$ cat config.mk
export PLATFORM = sky130hd
export DESIGN_NAME = acc_conversion_control
export DESIGN_NICKNAME = d
export VERILOG_FILES = /design/src/acc_pkg.sv /design/src/acc_conversion_control.sv
export VERILOG_INCLUDE_DIRS = /design/src
export SDC_FILE = /design/constraint.sdc
export NUM_CORES = 1
export LEC_CHECK = 0
export BUFFER_PORTS_ARGS = -buffer_cell sky130_fd_sc_hd__clkbuf_2
export CAP_MARGIN = 20
export CORE_UTILIZATION = 50
export CTS_CLUSTER_DIAMETER = 100
export DETAILED_ROUTE_END_ITERATION = 6
export PLACE_DENSITY = 0.71
export SYNTH_ARGS = -nofsm -noshare
export SYNTH_HDL_FRONTEND = slang
export SYNTH_SLANG_ARGS = --single-unit
$ cat constraint.sdc
create_clock -name clk_i -period 2.8 [get_ports clk_i]
set_input_delay 0.28 -clock clk_i [delete_from_list [all_inputs] [get_ports clk_i]]
set_output_delay 0.28 -clock clk_i [all_outputs]
set_load 0.01 [all_outputs]
$ cat src/acc_defines.svh
// Register map, field positions, reset values and interrupt bit constants of the conversion control.
`ifndef ACC_DEFINES_SVH
`define ACC_DEFINES_SVH
`define ACC_ADDR_W          8
`define ACC_OFF_CTRL        8'hE1
`define ACC_OFF_CTRL2       8'hF0
`define ACC_OFF_DELAY       8'hF1
`define ACC_OFF_IRQ_STAT    8'hF2
`define ACC_OFF_IRQ_MASK    8'hF3
`define ACC_OFF_RESULT_HI   8'hF4
`define ACC_BIT_RES_HI      7
`define ACC_BIT_RES_LO      6
`define ACC_BIT_EXT_EN      5
`define ACC_BIT_DONE        4
`define ACC_BIT_BUSY        3
`define ACC_BIT_CH_HI       2
`define ACC_BIT_CH_LO       0
`define ACC_BIT_TRIG_PWM    1
`define ACC_BIT_EDGE_FALL   2
`define ACC_BIT_PWM_SEL_LO  4
`define ACC_BIT_PWM_SEL_HI  5
`define ACC_CTRL_RESET      8'h00
`define ACC_CTRL2_RESET     8'h00
`define ACC_DELAY_RESET     8'h00
`define ACC_IRQ_DONE        0
`define ACC_IRQ_ABORT       1
`define ACC_IRQ_W           2
`define ACC_RES_LO_W        2
`endif

$ cat src/acc_pkg.sv
// Types shared by the conversion control.
package acc_pkg;
	typedef enum logic [1:0] {
		ACC_IDLE,
		ACC_DELAY,
		ACC_CONVERT,
		ACC_DONE
	} acc_state_t;

	typedef struct packed {
		logic       start;
		logic       abort;
		logic [2:0] channel;
	} acc_core_req_t;
endpackage : acc_pkg

$ cat src/acc_conversion_control.sv
// Conversion control: start, busy, done, abort and channel selection for the converter core.
//
// Notes on behaviour
// - Control register bits 7 and 6 read the two least significant bits of the 10-bit result.
// - With external trigger enable set, software, a rising start pin edge or a PWM edge may start.
// - PWM starts act only when second control bit 1 and the external trigger enable are both one.
// - One of four PWM channels is selectable, with programmable edge and start delay.
// - The done flag sets when a result is ready and raises the interrupt when enabled.
// - Hardware never clears the done flag; only a software write of zero does.
// - Writing one to the busy bit starts a conversion; the start pin also sets it when enabled.
// - The busy bit stays high during conversion and clears right after the done flag sets.
// - Writing zero to the busy bit during a conversion aborts it.
// - Pin and PWM starts are ignored while busy or done is high; software starts while busy or when the write keeps done at one.
// - Done and busy decode to idle, running, complete or a transient state.
// - The three-bit channel field selects the input, codes 000, 001, 010 inputs 0, 1, 2.
`timescale 1ns/1ps
`include "acc_defines.svh"

module acc_conversion_control #(
	parameter int PWM_CHANNELS = 4,
	parameter int RESULT_W     = 10,
	parameter int CH_W         = 3
) (
	input  wire logic                     clk_i,
	input  wire logic                     rst_i,
	input  wire logic [`ACC_ADDR_W-1:0]   addr_i,
	input  wire logic [7:0]               wdata_i,
	input  wire logic                     wr_i,
	input  wire logic                     rd_i,
	output logic      [7:0]               rdata_o,
	input  wire logic                     ext_start_i,
	input  wire logic [PWM_CHANNELS-1:0]  pwm_i,
	input  wire logic                     core_ready_i,
	input  wire logic [RESULT_W-1:0]      core_result_i,
	output acc_pkg::acc_core_req_t        core_req_o,
	output logic                          irq_o
);

	if (PWM_CHANNELS != 4 || RESULT_W != 10 || CH_W != 3) begin : g_bad_params
		$error("Unsupported parameter values.");
	end

	////////////////////////////////////////////////////////////////////////////////
	// Pin synchronisers: three stages, change counted when stages two and three agree.

	logic [2:0]              ext_sync_reg;
	logic [2:0]              ext_sync_next;
	logic                    ext_level_reg;
	logic                    ext_level_next;
	logic [PWM_CHANNELS-1:0] pwm_s1_reg, pwm_s2_reg, pwm_s3_reg;
	logic [PWM_CHANNELS-1:0] pwm_level_reg;
	logic [PWM_CHANNELS-1:0] pwm_level_next;

	always_comb begin
		ext_sync_next  = {ext_sync_reg[1:0], ext_start_i};
		ext_level_next = ext_level_reg;
		if (ext_sync_reg[1] == ext_sync_reg[2])
			ext_level_next = ext_sync_reg[2];
		for (int i = 0; i < PWM_CHANNELS; i++) begin
			pwm_level_next[i] = pwm_level_reg[i];
			if (pwm_s2_reg[i] == pwm_s3_reg[i])
				pwm_level_next[i] = pwm_s3_reg[i];
		end
	end

	always_ff @(posedge clk_i or posedge rst_i) begin
		if (rst_i) begin
			ext_sync_reg  <= 3'h0;
			ext_level_reg <= 1'b0;
			pwm_s1_reg    <= '0;
			pwm_s2_reg    <= '0;
			pwm_s3_reg    <= '0;
			pwm_level_reg <= '0;
		end else begin
			ext_sync_reg  <= ext_sync_next;
			ext_level_reg <= ext_level_next;
			pwm_s1_reg    <= pwm_i;
			pwm_s2_reg    <= pwm_s1_reg;
			pwm_s3_reg    <= pwm_s2_reg;
			pwm_level_reg <= pwm_level_next;
		end
	end

	////////////////////////////////////////////////////////////////////////////////
	// Registers and conversion sequencing.

	logic [7:0]            ctrl_reg, ctrl_next;
	logic [7:0]            ctrl2_reg, ctrl2_next;
	logic [7:0]            delay_reg, delay_next;
	logic [7:0]            dcount_reg, dcount_next;
	logic [1:0]            stat_reg, stat_next;
	logic [1:0]            mask_reg, mask_next;
	logic [RESULT_W-1:0]   result_reg, result_next;
	logic [7:0]            rdata_reg, rdata_next;
	logic                  start_reg, start_next;
	logic                  abort_reg, abort_next;
	acc_pkg::acc_state_t   state_reg, state_next;

	logic       ext_rise;
	logic       pwm_edge;
	logic [1:0] pwm_sel;
	logic       pwm_cur, pwm_prev;
	logic       wr_ctrl;
	logic       sw_start;
	logic       sw_abort;
	logic       hw_start;
	logic       blocked;
	logic       done_evt;

	function automatic logic hit(input logic [`ACC_ADDR_W-1:0] a, input logic [`ACC_ADDR_W-1:0] o);
		hit = (a == o);
	endfunction : hit

	function automatic logic edge_seen(input logic prev, input logic cur, input logic falling);
		edge_seen = falling ? (prev & ~cur) : (~prev & cur);
	endfunction : edge_seen

	always_comb begin
		pwm_sel  = ctrl2_reg[`ACC_BIT_PWM_SEL_HI:`ACC_BIT_PWM_SEL_LO];
		pwm_cur  = pwm_level_next[pwm_sel];
		pwm_prev = pwm_level_reg[pwm_sel];
		pwm_edge = edge_seen(pwm_prev, pwm_cur, ctrl2_reg[`ACC_BIT_EDGE_FALL]);
		ext_rise = edge_seen(ext_level_reg, ext_level_next, 1'b0);
		wr_ctrl  = wr_i && hit(addr_i, `ACC_OFF_CTRL);
		blocked  = ctrl_reg[`ACC_BIT_BUSY] | ctrl_reg[`ACC_BIT_DONE];
		// Clearing done and setting busy in one write may start a new conversion.
		sw_start = wr_ctrl && wdata_i[`ACC_BIT_BUSY] && !ctrl_reg[`ACC_BIT_BUSY]
		           && !wdata_i[`ACC_BIT_DONE];
		sw_abort = wr_ctrl && !wdata_i[`ACC_BIT_BUSY] && ctrl_reg[`ACC_BIT_BUSY];
		hw_start = ctrl_reg[`ACC_BIT_EXT_EN] && !blocked && (ext_rise
		           || (ctrl2_reg[`ACC_BIT_TRIG_PWM] && pwm_edge));

		ctrl_next   = ctrl_reg;
		dcount_next = dcount_reg;
		result_next = result_reg;
		state_next  = state_reg;
		start_next  = 1'b0;
		abort_next  = 1'b0;
		done_evt    = 1'b0;

		if (wr_ctrl) begin
			ctrl_next[`ACC_BIT_EXT_EN] = wdata_i[`ACC_BIT_EXT_EN];
			// Channel field changes are trusted to come only while idle.
			ctrl_next[`ACC_BIT_CH_HI:`ACC_BIT_CH_LO] = wdata_i[`ACC_BIT_CH_HI:`ACC_BIT_CH_LO];
			if (!wdata_i[`ACC_BIT_DONE])
				ctrl_next[`ACC_BIT_DONE] = 1'b0;
			if (sw_abort) begin
				ctrl_next[`ACC_BIT_BUSY] = 1'b0;
				abort_next = 1'b1;
				state_next = acc_pkg::ACC_IDLE;
			end
		end

		case (state_reg)
			acc_pkg::ACC_IDLE: begin
				if (sw_start) begin
					ctrl_next[`ACC_BIT_BUSY] = 1'b1;
					start_next = 1'b1;
					state_next = acc_pkg::ACC_CONVERT;
				end else if (hw_start) begin
					ctrl_next[`ACC_BIT_BUSY] = 1'b1;
					dcount_next = delay_reg;
					state_next  = acc_pkg::ACC_DELAY;
				end
			end
			acc_pkg::ACC_DELAY: begin
				if (!sw_abort) begin
					if (dcount_reg == 8'h00) begin
						start_next = 1'b1;
						state_next = acc_pkg::ACC_CONVERT;
					end else begin
						dcount_next = dcount_reg - 8'h01;
					end
				end
			end
			acc_pkg::ACC_CONVERT: begin
				if (!sw_abort && core_ready_i) begin
					result_next = core_result_i;
					ctrl_next[`ACC_BIT_DONE] = 1'b1;
					done_evt = 1'b1;
					state_next = acc_pkg::ACC_DONE;
				end
			end
			acc_pkg::ACC_DONE: begin
				ctrl_next[`ACC_BIT_BUSY] = 1'b0;
				state_next = acc_pkg::ACC_IDLE;
			end
			default: state_next = acc_pkg::ACC_IDLE;
		endcase

	end

	always_ff @(posedge clk_i or posedge rst_i) begin
		if (rst_i) begin
			ctrl_reg   <= `ACC_CTRL_RESET;
			dcount_reg <= 8'h00;
			result_reg <= '0;
			start_reg  <= 1'b0;
			abort_reg  <= 1'b0;
			state_reg  <= acc_pkg::ACC_IDLE;
		end else begin
			ctrl_reg   <= ctrl_next;
			dcount_reg <= dcount_next;
			result_reg <= result_next;
			start_reg  <= start_next;
			abort_reg  <= abort_next;
			state_reg  <= state_next;
		end
	end

	////////////////////////////////////////////////////////////////////////////////
	// Trigger configuration: second control register and start delay.

	always_comb begin
		ctrl2_next = ctrl2_reg;
		delay_next = delay_reg;
		if (wr_i && hit(addr_i, `ACC_OFF_CTRL2))
			ctrl2_next = wdata_i;
		if (wr_i && hit(addr_i, `ACC_OFF_DELAY))
			delay_next = wdata_i;
	end

	always_ff @(posedge clk_i or posedge rst_i) begin
		if (rst_i) begin
			ctrl2_reg <= `ACC_CTRL2_RESET;
			delay_reg <= `ACC_DELAY_RESET;
		end else begin
			ctrl2_reg <= ctrl2_next;
			delay_reg <= delay_next;
		end
	end

	////////////////////////////////////////////////////////////////////////////////
	// Interrupt status and mask; an event in the cycle of its clear keeps the bit set.

	always_comb begin
		mask_next = mask_reg;
		stat_next = stat_reg;
		if (wr_i && hit(addr_i, `ACC_OFF_IRQ_MASK))
			mask_next = wdata_i[`ACC_IRQ_W-1:0];
		if (wr_i && hit(addr_i, `ACC_OFF_IRQ_STAT))
			stat_next = stat_reg & ~wdata_i[`ACC_IRQ_W-1:0];
		if (done_evt)
			stat_next[`ACC_IRQ_DONE] = 1'b1;
		if (sw_abort)
			stat_next[`ACC_IRQ_ABORT] = 1'b1;
	end

	always_ff @(posedge clk_i or posedge rst_i) begin
		if (rst_i) begin
			stat_reg <= '0;
			mask_reg <= '0;
		end else begin
			stat_reg <= stat_next;
			mask_reg <= mask_next;
		end
	end

	////////////////////////////////////////////////////////////////////////////////
	// Read data, registered and zero outside the cycle after a read.

	always_comb begin
		rdata_next = 8'h00;
		if (rd_i) begin
			if (hit(addr_i, `ACC_OFF_CTRL))
				rdata_next = {result_reg[`ACC_RES_LO_W-1:0], ctrl_reg[`ACC_BIT_EXT_EN:0]};
			else if (hit(addr_i, `ACC_OFF_CTRL2))
				rdata_next = ctrl2_reg;
			else if (hit(addr_i, `ACC_OFF_DELAY))
				rdata_next = delay_reg;
			else if (hit(addr_i, `ACC_OFF_IRQ_STAT))
				rdata_next = 8'(stat_reg);
			else if (hit(addr_i, `ACC_OFF_IRQ_MASK))
				rdata_next = 8'(mask_reg);
			else if (hit(addr_i, `ACC_OFF_RESULT_HI))
				rdata_next = result_reg[RESULT_W-1:`ACC_RES_LO_W];
		end
	end

	always_ff @(posedge clk_i or posedge rst_i) begin
		if (rst_i) begin
			rdata_reg <= 8'h00;
		end else begin
			rdata_reg <= rdata_next;
		end
	end

	////////////////////////////////////////////////////////////////////////////////
	// Outputs.

	assign rdata_o            = rdata_reg;
	assign core_req_o.start   = start_reg;
	assign core_req_o.abort   = abort_reg;
	assign core_req_o.channel = ctrl_reg[`ACC_BIT_CH_HI:`ACC_BIT_CH_LO];
	assign irq_o              = |(stat_reg & mask_reg);

endmodule : acc_conversion_control

==> results by group, run 1 <==
GRT
  • GR Util All Layers: 23.14%
  • Initial antenna violation count: 0
  • GR Overflow Total: 0
  • Vias in the first global route: 2666
  • First-pass GRT wire length: 13280 um
  • Largest net degree at the start of global routing: 33

CTS
  • CTS root buffer: clkbuf_8
  • Clk slew on worst S/H paths: 0.08 ns
  • Num CTS Buffers: 9
  • Post-cts sizing count: 0
  • CTS sink cnt: 76
  • TritonCTS clock tree: done
  • H-tree levels: 3
  • Maximum clock insertion buffer count: 2
  • Clk_lat worst skew: 0.35 ns
  • Hold buffer count at CTS: 1
  • Post-CTS Setup Bufs: 0

Min path
  • Critical hold path startpoint: pwm_i[2]
  • Hold Path Class: primary input to flop
  • Worst Hold End: pwm_s1_reg[2]
  • Hold Crit Depth: 1

Setup path
  • Crit. Startpoint: state_reg[1]
  • CP Launch Type: flop
  • R2R setup slack: 0.42 ns
  • Reg2reg start: state_reg[1]
  • Crit path capture type: flop
  • Req. time, crit path: 3.07 ns
  • Critical R2R Capture: dcount_reg[1]
  • Worst R2R Path Depth: 7
  • WS Path Type: flop to flop
  • Critical Path AT: 2.65 ns
  • Worst-path fanout max: 17

Timing
  • Min cycle time layout: 2.377 ns
  • Slew headroom: 56.51%
  • Final max-slew violation count: 0
  • Worst Tran Pin Value: 0.6523 ns
  • Final TNS setup: 0 ns
  • Fin Clk Skew: 0.005395 ns
  • Final setup violation count: 0
  • Fraction of the cycle the final worst path needs: 84.89%
  • RSZ-0062 raised after global routing: false
  • Endpoints failing hold: 0
  • Achievable Freq: 0.4207 GHz

Drt
  • Avg Vias per Cell: 5.618
  • Via count: 2573
  • Met3 WL post-DR: 290 um
  • 1st-pass router iterations: 4
  • Remaining DRCs: 0
  • Met2 routed wirelength: 3663 um
  • DR iter-0 viols: 99
  • Wire per inst: 16.74 um
  • Highest Signal Layer: met4
  • Final WL: 7667 um
  • Remaining antenna violation count: 0
  • M1 WL: 3523 um

Die
  • Die Width: 87.51 um
  • Die H: 87.51 um
  • Initial core utilization: 52.65%
  • Core Area: 0.006944 mm^2
  • Row Count: 30
  • Top-Level Pins: 50
  • Die area: 0.007658 mm^2

Synth
  • Dominant cell type by area after synthesis: dfrtp_1
  • Ys flop type: dfrtp_1
  • Mean Syn Cell Area: 11.91 um^2
  • Post-Synthesis Cell Area: 0.003656 mm^2
  • Syn Inst Count: 307
  • Post-synth EDFFs: 0
  • Synth top area share: 52.02%
  • Mapped Nets: 348
  • Register bit total from synthesis: 76
  • Yosys warns: 0
  • Cell with the most instances after synthesis: dfrtp_1
  • Async SR Flop Fraction: 100.0%
  • Most frequent cells after synthesis: 76 x dfrtp_1, 34 x mux2_2, 22 x nand2_1, 14 x mux2i_1, 14 x nor2_1
  • Top cells by area, synth: dfrtp_1 52%, mux2_2 10%, mux2i_1 3.8%, nand2_1 2.3%, nor2b_1 1.9%
  • Sequential element share of the synthesized area: 52.02%
  • Synth cell types: 60

Finish
  • Final nets: 398
  • Ant. Diodes: 0
  • Area grow syn2layout: 13.42%
  • Fill count: 580
  • Share of cells above drive strength 1: 33.15%
  • Max reg flops: 10
  • Post-route insts no fill: 458

Pwr
  • Max VDD drop: 0.4125 mV
  • Pleak: 1.921 nW
  • PD cells: 672.0 mW/mm^2
  • Total power: 2.786 mW

Placement
  • Buffers on Ports: 49
  • Hpwl dp: 5609 um
  • Final RePlAce weighted congestion: 0.8517
  • Placed instance count: 440

Outcome
  • Outcome: completed

Flow run
  • Max Cap Viol: 0
[worst max-delay path by stage]
| stage | end | cells past startpoint |
|---|---|---|
| finish | dcount_reg[1] | 7 |
| global route | dcount_reg[1] | 7 |
| CTS | dcount_reg[1] | 7 |
| detailed placement | result_reg[9] | 7 |
| global placement | dcount_reg[0] | 7 |
| floorplan | abort_reg | 1 |
[layout make-up]
class / instances / area, um^2 / area share (%)
inverters: 11 / 43.79 / 1.056
well taps: 96 / 120.1 / 2.897
repair buffers: 55 / 292.8 / 7.061
clock inverters: 6 / 63.81 / 1.539
multi-input cells: 204 / 1597 / 38.50
clock buffers: 10 / 127.6 / 3.078
flip-flops and latches: 76 / 1902 / 45.87
[worst max-delay path, stage by stage, from the launching register on]
cell and delay (ns):
dfrtp_1 0.41, inv_1 0.09, ha_1 0.57, o21ai_1 0.26, o22ai_4 0.28, a21boi_1 0.31
a31o_4 0.17, mux2i_1 0.20
[per-stage QoR]
| step | cell area, um^2 | setup slack (ns) | util [%] | hold slack (ns) |
|---|---|---|---|---|
| floorplan | 3656 | 0.5817 | - | 0.3114 |
| global placement | 3938 | 0.4871 | 56.70 | 0.2682 |
| detailed placement | 3938 | 0.3743 | 56.70 | 0.2733 |
| CTS | 4139 | 0.4422 | 59.60 | 0.02281 |
| global route | 4146 | 0.2059 | 59.71 | 0.01362 |
| finish | 4146 | 0.4231 | 59.71 | 0.03177 |
[cells in the final DEF, fill, tap and decap left out, types with 3 or more instances in the layout]
cell type	count
dfrtp_1	76
clkbuf_2	49
mux2_2	34
nand2_1	22
nor2_1	14
mux2i_1	14
o21ai_0	13
nor2b_1	11
inv_1	9
clkbuf_8	9
nand3_1	6
a221oi_1	6
maj3_1	5
a21oi_1	5
ha_1	5
buf_4	5
nand4_1	4
clkinv_2	4
nor3b_1	4
or3_1	4
a31o_2	4
and3_1	3
o41ai_1	3
nand2b_1	3
a21boi_0	3
a22o_1	3
[metal layers]
layer | global-route usage (%) | up-vias
met5 | 0 | -
met4 | 11.03 | 0
met3 | 4.076 | 14
met2 | 36.51 | 63
met1 | 31.25 | 1285
li1 | - | 1211
[report_power, final]
part	switching [mW]	internal, mW	leakage, nW	total (mW)
combinational	0.263	0.291	0.858	0.553
clock	0.412	0.412	0.0927	0.824
sequential	0.142	1.27	0.971	1.41
total	0.817	1.97	1.92	2.79
[cell families after synthesis]
logic type                 count (synthesis)  share of synthesized area, %
DFF                                       76                         52.02
and+or+nand+nor                           88                         13.83
adders and majority gates                 10                         3.080
muxes                                     49                         14.72
AOI/OAI and AO/OA                         57                         12.05
buffers and inverters                     27                         4.312
Power figures use the tool's default switching activity.
==> inputs of run 2 (changes only) <==
==> constraint.sdc (replaced) <==
create_clock -name clk_i -period 2.4 [get_ports clk_i]
set_input_delay 0.24 -clock clk_i [delete_from_list [all_inputs] [get_ports clk_i]]
set_output_delay 0.24 -clock clk_i [all_outputs]
set_load 0.01 [all_outputs]
==> results by group, run 2 (synthesis gave the netlist of run 1 again) <==
Outcome
  • Outcome: completed (unchanged)

Setup path
  • Worst path buffer plus inverter count: 1 (unchanged)
  • Crit path capture type: flop (unchanged)
  • CP top delay family: multiplexers (was compound AO/OA/AOI/OAI gates)
  • Req. time, crit path: 2.67 ns (was 3.07 ns)
  • WS Path Type: flop to flop (unchanged)
  • Worst-path fanout max: 9 (was 17)
  • Critical path depth: 7 (unchanged)
  • Critical R2R Capture: dcount_reg[0] (was dcount_reg[1])
  • Crit. Startpoint: ctrl2_reg[5] (was state_reg[1])
  • CP max-delay cell: dfrtp_1 (was ha_1)
  • Crit-path cells: mux2_4, or3_1, mux2_2, a21oi_4, buf_12, a31o_4, mux2i_1 (was inv_1, ha_1, o21ai_1, o22ai_4, a21boi_1, a31o_4, mux2i_1)
  • CP Launch Type: flop (unchanged)
  • Critical path endpoint: dcount_reg[0] (was dcount_reg[1])
  • R2R setup slack: 0.19 ns (was 0.42 ns)
  • Worst R2R Path Depth: 7 (unchanged)
  • Slowest stage delay, CP: 0.50 ns (was 0.57 ns)
  • Reg2reg start: ctrl2_reg[5] (was state_reg[1])
  • Critical Path AT: 2.47 ns (was 2.65 ns)

Finish
  • Commonest non-fill, non-tap cell in the layout: dfrtp_1 (unchanged)
  • Seq. cell area: 0.001902 mm^2 (unchanged)
  • Share of cells above drive strength 1: 34.83% (was 33.15%)
  • Final core utilization: 62.16% (was 59.71%)
  • Ant. Diodes: 0 (unchanged)
  • Fill count: 569 (was 580)
  • Final nets: 415 (was 398)
  • Area grow syn2layout: 18.07% (was 13.42%)
  • Area of the multi-input gates: 0.001600 mm^2 (was 0.001597 mm^2)
  • Most frequent cells in the layout: 76 x dfrtp_1, 49 x clkbuf_2, 34 x mux2_2, 22 x nand2_1, 15 x buf_4 (was 76 x dfrtp_1, 49 x clkbuf_2, 34 x mux2_2, 22 x nand2_1)
  • Max reg flops: 10 (unchanged)

CTS
  • H-tree levels: 3 (unchanged)
  • CTS root buffer: clkbuf_8 (unchanged)
  • TritonCTS clock tree: done (unchanged)
  • Clk slew on worst S/H paths: 0.08 ns (about the same)
  • Maximum clock insertion buffer count: 2 (unchanged)
  • Num CTS Buffers: 9 (unchanged)
  • Clk_lat worst skew: 0.35 ns (about the same)
  • CTS sink cnt: 76 (unchanged)

Drt
  • Remaining DRCs: 0 (unchanged)
  • Final WL: 8171 um (was 7667 um)
  • DR iter-0 viols: 126 (was 99)
  • Avg Vias per Cell: 5.619 (was 5.618)
  • Remaining antenna violation count: 0 (unchanged)
  • 1st-pass router iterations: 5 (was 4)
  • Wire per inst: 17.20 um (was 16.74 um)
  • Via count: 2669 (was 2573)

Flow run
  • Max Cap Viol: 0 (unchanged)

Die
  • Initial core utilization: 52.65% (unchanged)
  • Core Area: 0.006944 mm^2 (unchanged)
  • Top-Level Pins: 50 (unchanged)
  • Die H: 87.51 um (unchanged)
  • Die Width: 87.51 um (unchanged)
  • Die area: 0.007658 mm^2 (unchanged)
  • Row Count: 30 (unchanged)

Pwr
  • Pleak: 2.001 nW (was 1.921 nW)
  • Max VDD drop: 0.4797 mV (was 0.4125 mV)
  • PD cells: 763.8 mW/mm^2 (was 672.0 mW/mm^2)

Timing
  • Final max-slew violation count: 0 (unchanged)
  • Achievable Freq: 0.4535 GHz (was 0.4207 GHz)
  • Min cycle time layout: 2.205 ns (was 2.377 ns)
  • Final TNS setup: 0 ns (unchanged)
  • RSZ-0062 raised after global routing: false (unchanged)
  • Slew headroom: 32.06% (was 56.51%)
  • Final hold slack: 0.1220 ns (was 0.03177 ns)
  • Fraction of the cycle the final worst path needs: 91.88% (was 84.89%)
  • Endpoints failing hold: 0 (unchanged)
  • Worst Tran Pin Value: 1.015 ns (was 0.6523 ns)
  • Fin Clk Skew: 0.009186 ns (was 0.005395 ns)
  • Final setup violation count: 0 (unchanged)

Placement
  • Hpwl dp: 5746 um (was 5609 um)
  • Buffers on Ports: 49 (unchanged)
  • Final RePlAce weighted congestion: 0.9127 (was 0.8517)

GRT
  • GR Util All Layers: 24.14% (was 23.14%)
  • Largest net degree at the start of global routing: 44 (was 33)
  • GR Overflow Total: 0 (unchanged)
  • Vias in the first global route: 2757 (was 2666)
  • Initial antenna violation count: 0 (unchanged)
  • First-pass GRT wire length: 13760 um (was 13280 um)

Min path
  • Hold Path Class: primary input to flop (unchanged)
-- run 2: changes by cell type in the layout (fill, tap and decap cells not counted) --
cell           before  now
clkbuf_1            1    2
buf_12              0    2
buf_4               5   15
clkinv_2            4    2
dlygate4sd3_1       1    6
o21ai_2             0    1
o21ai_1             2    1
clkinvlp_4          2    3
-- run 2: final cells by class --
type                            instances  area share, %
Multi-Input combinational cell        204          37.07
Sequential cell                        76          44.06
Inverter                               11          1.014
Tap cell                               96          2.783
Clock inverter                          5          1.420
Timing Repair Buffer                   72          10.61
Clock buffer                           11          3.043
-- run 2: metrics by stage --
step / instances / power [mW] / setup WS, ns / instance area, um^2
floorplan: 307 / 2.129 / 0.2217 / 3656
global placement: 451 / 2.312 / 0.1369 / 4033
detailed placement: 451 / 2.340 / 0.1217 / 4033
CTS: 473 / 3.316 / 0.09235 / 4285
global route: 475 / 3.489 / 0.08618 / 4317
finish: 475 / 3.297 / 0.1950 / 4317
-- run 2: worst register-to-register path, delay by kind of cell (launching register included) --
family / cells / cell delay (ns)
multiplexers: 3 / 0.83
flip-flops: 1 / 0.50
AO/OA/AOI/OAI: 2 / 0.35
AND/OR/NAND/NOR: 1 / 0.30
buffers and inverters: 1 / 0.14
-- run 2: routing by layer --
metal / wire length [um] / global-route usage (%) / vias up
li1: - / - / 1243
met1: 3785 / 33.69 / 1345
met2: 3912 / 36.72 / 64
met3: 306 / 5.687 / 17
met4: 168 / 9.389 / 0
met5: 0 / 0 / -
-- run 2: what timing repair did --
| action | 4_1_cts | 5_1_grt |
|---|---|---|
| buffers inserted | 0 | 2 |
| hold buffers | 6 | 0 |
| setup endpoints to repair | 0 | 3 |
| gates resized for setup | 0 | 1 |
| hold endpoints to repair | 38 | 0 |
-- run 2: how the worst min path moves through the flow --
stage                            endpoint  cells past startpoint        startpoint  slack [ns]
final                       result_reg[8]                      2  core_result_i[8]        0.12
after global routing        result_reg[9]                      2  core_result_i[9]        0.11
after CTS                   result_reg[8]                      2  core_result_i[8]        0.11
after detailed placement    ext_level_reg                      2             rst_i        0.32
after global placement      ext_level_reg                      2             rst_i        0.33
after floorplan           ext_sync_reg[0]                      0       ext_start_i        0.27
-- run 2: power breakdown --
| group | total [mW] | leakage, nW | switching [mW] | internal (mW) |
|---|---|---|---|---|
| Clock | 0.967 | 0.0862 | 0.482 | 0.485 |
| Sequential | 1.62 | 0.971 | 0.144 | 1.48 |
| Combinational | 0.707 | 0.944 | 0.334 | 0.373 |
==> inputs of run 3 (changes only) <==
--- a/config.mk
+++ b/config.mk
@@ -7,8 +7,8 @@
 export NUM_CORES = 1
 export LEC_CHECK = 0
 export BUFFER_PORTS_ARGS = -buffer_cell sky130_fd_sc_hd__clkbuf_2
-export CAP_MARGIN = 20
 export CORE_UTILIZATION = 50
+export CTS_BUF_LIST = sky130_fd_sc_hd__clkbuf_2
 export CTS_CLUSTER_DIAMETER = 100
 export DETAILED_ROUTE_END_ITERATION = 6
 export PLACE_DENSITY = 0.71
==> results by group, run 3 (synthesis gave the netlist of run 1 again) <==
Setup path
  • Req. time, crit path: 2.85 ns (was 2.67 ns)
  • Crit path capture type: flop (unchanged)
  • CP max-delay cell: dfrtp_2 (was dfrtp_1)
  • R2R setup slack: 0.11 ns (was 0.19 ns)
  • Critical Path AT: 2.74 ns (was 2.47 ns)
  • WS Path Type: flop to flop (unchanged)
  • Worst R2R Path Depth: 6 (was 7)
  • Crit-path cells: mux2_4, or3_1, mux2_2, a21oi_4, a31o_4, mux2i_1 (was mux2_4, or3_1, mux2_2, a21oi_4, buf_12, a31o_4, mux2i_1)
  • Slowest stage delay, CP: 0.52 ns (was 0.50 ns)
  • Critical R2R Capture: dcount_reg[0] (unchanged)
  • CP Launch Type: flop (unchanged)
  • Worst-path fanout max: 10 (was 9)
  • Reg2reg start: ctrl2_reg[5] (unchanged)

Die
  • Top-Level Pins: 50 (unchanged)
  • Initial core utilization: 52.65% (unchanged)
  • Die area: 0.007658 mm^2 (unchanged)
  • Die H: 87.51 um (unchanged)
  • Die Width: 87.51 um (unchanged)
  • Core Area: 0.006944 mm^2 (unchanged)
  • Row Count: 30 (unchanged)

Timing
  • Endpoints failing hold: 0 (unchanged)
  • Slew headroom: 31.91% (was 32.06%)
  • Achievable Freq: 0.4374 GHz (was 0.4535 GHz)
  • Fraction of the cycle the final worst path needs: 95.25% (was 91.88%)
  • Final max-slew violation count: 0 (unchanged)
  • Worst Tran Pin Value: 1.018 ns (was 1.015 ns)
  • RSZ-0062 raised after global routing: false (unchanged)
  • Fin Clk Skew: 0.02213 ns (was 0.009186 ns)
  • Final TNS setup: 0 ns (unchanged)
  • Final setup violation count: 0 (unchanged)
  • Min cycle time layout: 2.286 ns (was 2.205 ns)
  • Final hold slack: 0.03487 ns (was 0.1220 ns)

GRT
  • GR Overflow Total: 0 (unchanged)
  • GR Util All Layers: 24.17% (was 24.14%)
  • Initial antenna violation count: 0 (unchanged)
  • Vias in the first global route: 2840 (was 2757)
  • First-pass GRT wire length: 13850 um (was 13760 um)
  • Largest net degree at the start of global routing: 44 (unchanged)

Finish
  • Fill count: 562 (was 569)
  • Max reg flops: 10 (unchanged)
  • Ant. Diodes: 0 (unchanged)
  • Commonest non-fill, non-tap cell in the layout: dfrtp_1 (unchanged)
  • Post-route insts no fill: 488 (was 475)
  • Area grow syn2layout: 19.37% (was 18.07%)
  • Final nets: 428 (was 415)
  • Share of cells above drive strength 1: 33.93% (was 34.83%)
  • Most frequent cells in the layout: 75 x dfrtp_1, 60 x clkbuf_2, 34 x mux2_2, 22 x nand2_1, 21 x dlygate4sd3_1 (was 76 x dfrtp_1, 49 x clkbuf_2, 34 x mux2_2, 22 x nand2_1, 15 x buf_4)

CTS
  • Num CTS Buffers: 9 (unchanged)
  • Clk_lat worst skew: 0.51 ns (was 0.35 ns)
  • Post-CTS Setup Bufs: 0 (unchanged)
  • H-tree levels: 3 (unchanged)
  • TritonCTS clock tree: done (unchanged)
  • Maximum clock insertion buffer count: 2 (unchanged)
  • CTS sink cnt: 76 (unchanged)
  • CTS root buffer: clkbuf_2 (was clkbuf_8)
  • Clk slew on worst S/H paths: 0.22 ns (was 0.08 ns)

Drt
  • Wire per inst: 16.98 um (was 17.20 um)
  • Avg Vias per Cell: 5.572 (was 5.619)
  • Via count: 2719 (was 2669)
  • Final WL: 8285 um (was 8171 um)
  • 1st-pass router iterations: 4 (was 5)
  • Remaining antenna violation count: 0 (unchanged)
  • Remaining DRCs: 0 (unchanged)
  • DR iter-0 viols: 164 (was 126)

Placement
  • Final RePlAce weighted congestion: 0.9127 (unchanged)
  • Hpwl dp: 5746 um (unchanged)
  • Placed instance count: 451 (unchanged)
  • Buffers on Ports: 49 (unchanged)

Pwr
  • Sequential share of power: 52.9% (was 49.2%)
  • Total power: 3.064 mW (was 3.297 mW)
  • PD cells: 702.2 mW/mm^2 (was 763.8 mW/mm^2)
  • Clock share of power: 23.3% (was 29.3%)
  • Max VDD drop: 0.4717 mV (was 0.4797 mV)
  • Combinational share of power: 23.7% (was 21.5%)
  • Pleak: 2.028 nW (was 2.001 nW)
  • Sw Ratio: 30.88% (was 29.13%)
  • NetSw: 0.9461 mW (was 0.9606 mW)
  • Pint: 2.118 mW (was 2.336 mW)

Flow run
  • Max Cap Viol: 0 (unchanged)

Min path
  • Worst Hold End: delay_reg[3] (was result_reg[8])
  • Critical hold path startpoint: wdata_i[3] (was core_result_i[8])
  • Hold Crit Depth: 2 (unchanged)
  • Hold Path Class: primary input to flop (unchanged)

Outcome
  • Outcome: completed (unchanged)
run 3: cell types whose count changed in the layout (fill, tap and decap cells not counted):
| cell | delta |
|---|---|
| dlygate4sd3_1 | +15 |
| clkbuf_2 | +11 |
| clkbuf_8 | -9 |
| clkbuf_1 | -2 |
| buf_12 | -1 |
| buf_4 | -1 |
| dfrtp_1 | -1 |
| dfrtp_2 | +1 |
run 3: cell type report:
class	instances	area [um^2]	share of cell area [%]
timing repair buffer	85	580.6	13.30
clock buffer	11	55.05	1.261
multi-input combinational	204	1600	36.67
clock inverter	5	61.31	1.405
sequential	76	1903	43.61
inverter	11	43.79	1.003
tap	96	120.1	2.752
run 3: worst max-delay path: cells and delay by family (launching register included):
family,cells,cell delay [ns]
compound gates,2,0.59
simple gates,1,0.30
mux,3,0.81
flops,1,0.52
run 3: stage by stage:
stage | utilization [%] | cell area [um^2] | setup slack [ns]
finish | 62.85 | 4364 | 0.1139
global route | 62.85 | 4364 | 0.005971
CTS | 62.63 | 4349 | 0.05277
detailed placement | 58.07 | 4033 | 0.1217
global placement | 58.07 | 4033 | 0.1369
floorplan | - | 3656 | 0.2217
run 3: timing repair:
item                                    CTS  global route
gates resized for setup                   0             2
hold endpoints to repair                 57             1
hold buffers                             20             1
endpoints found under the setup margin    0             6
run 3: routing by layer:
metal | global-route usage [%] | part of all wire, % | up-vias
met1 | 33.23 | 46 | 1369
met2 | 37.22 | 49 | 61
met4 | 12.37 | 2.4 | 0
met5 | 0 | 0 | -
li1 | - | - | 1271
met3 | 3.981 | 3.1 | 18
run 3: worst max path at each step:
stage | startpoint | endpoint | slack [ns] | cells after the start
after global routing | ctrl2_reg[5] | dcount_reg[3] | 0.006 | 6
after CTS | ctrl2_reg[5] | dcount_reg[0] | 0.05 | 6
final | ctrl2_reg[5] | dcount_reg[0] | 0.11 | 6
after global placement | dcount_reg[0] | dcount_reg[2] | 0.14 | 8
after floorplan | rst_i | abort_reg | 0.22 | 1
after detailed placement | ctrl2_reg[5] | dcount_reg[0] | 0.12 | 6
run 3: power groups by stage:
stage                     clock network [mW]  logic [mW]  registers [mW]
after CTS                              0.730       0.724            1.62
final                                  0.715       0.727            1.62
after global placement                     0       0.677            1.64
after global routing                   0.776       0.817            1.65
after detailed placement                   0       0.693            1.65
after floorplan                            0       0.520            1.61
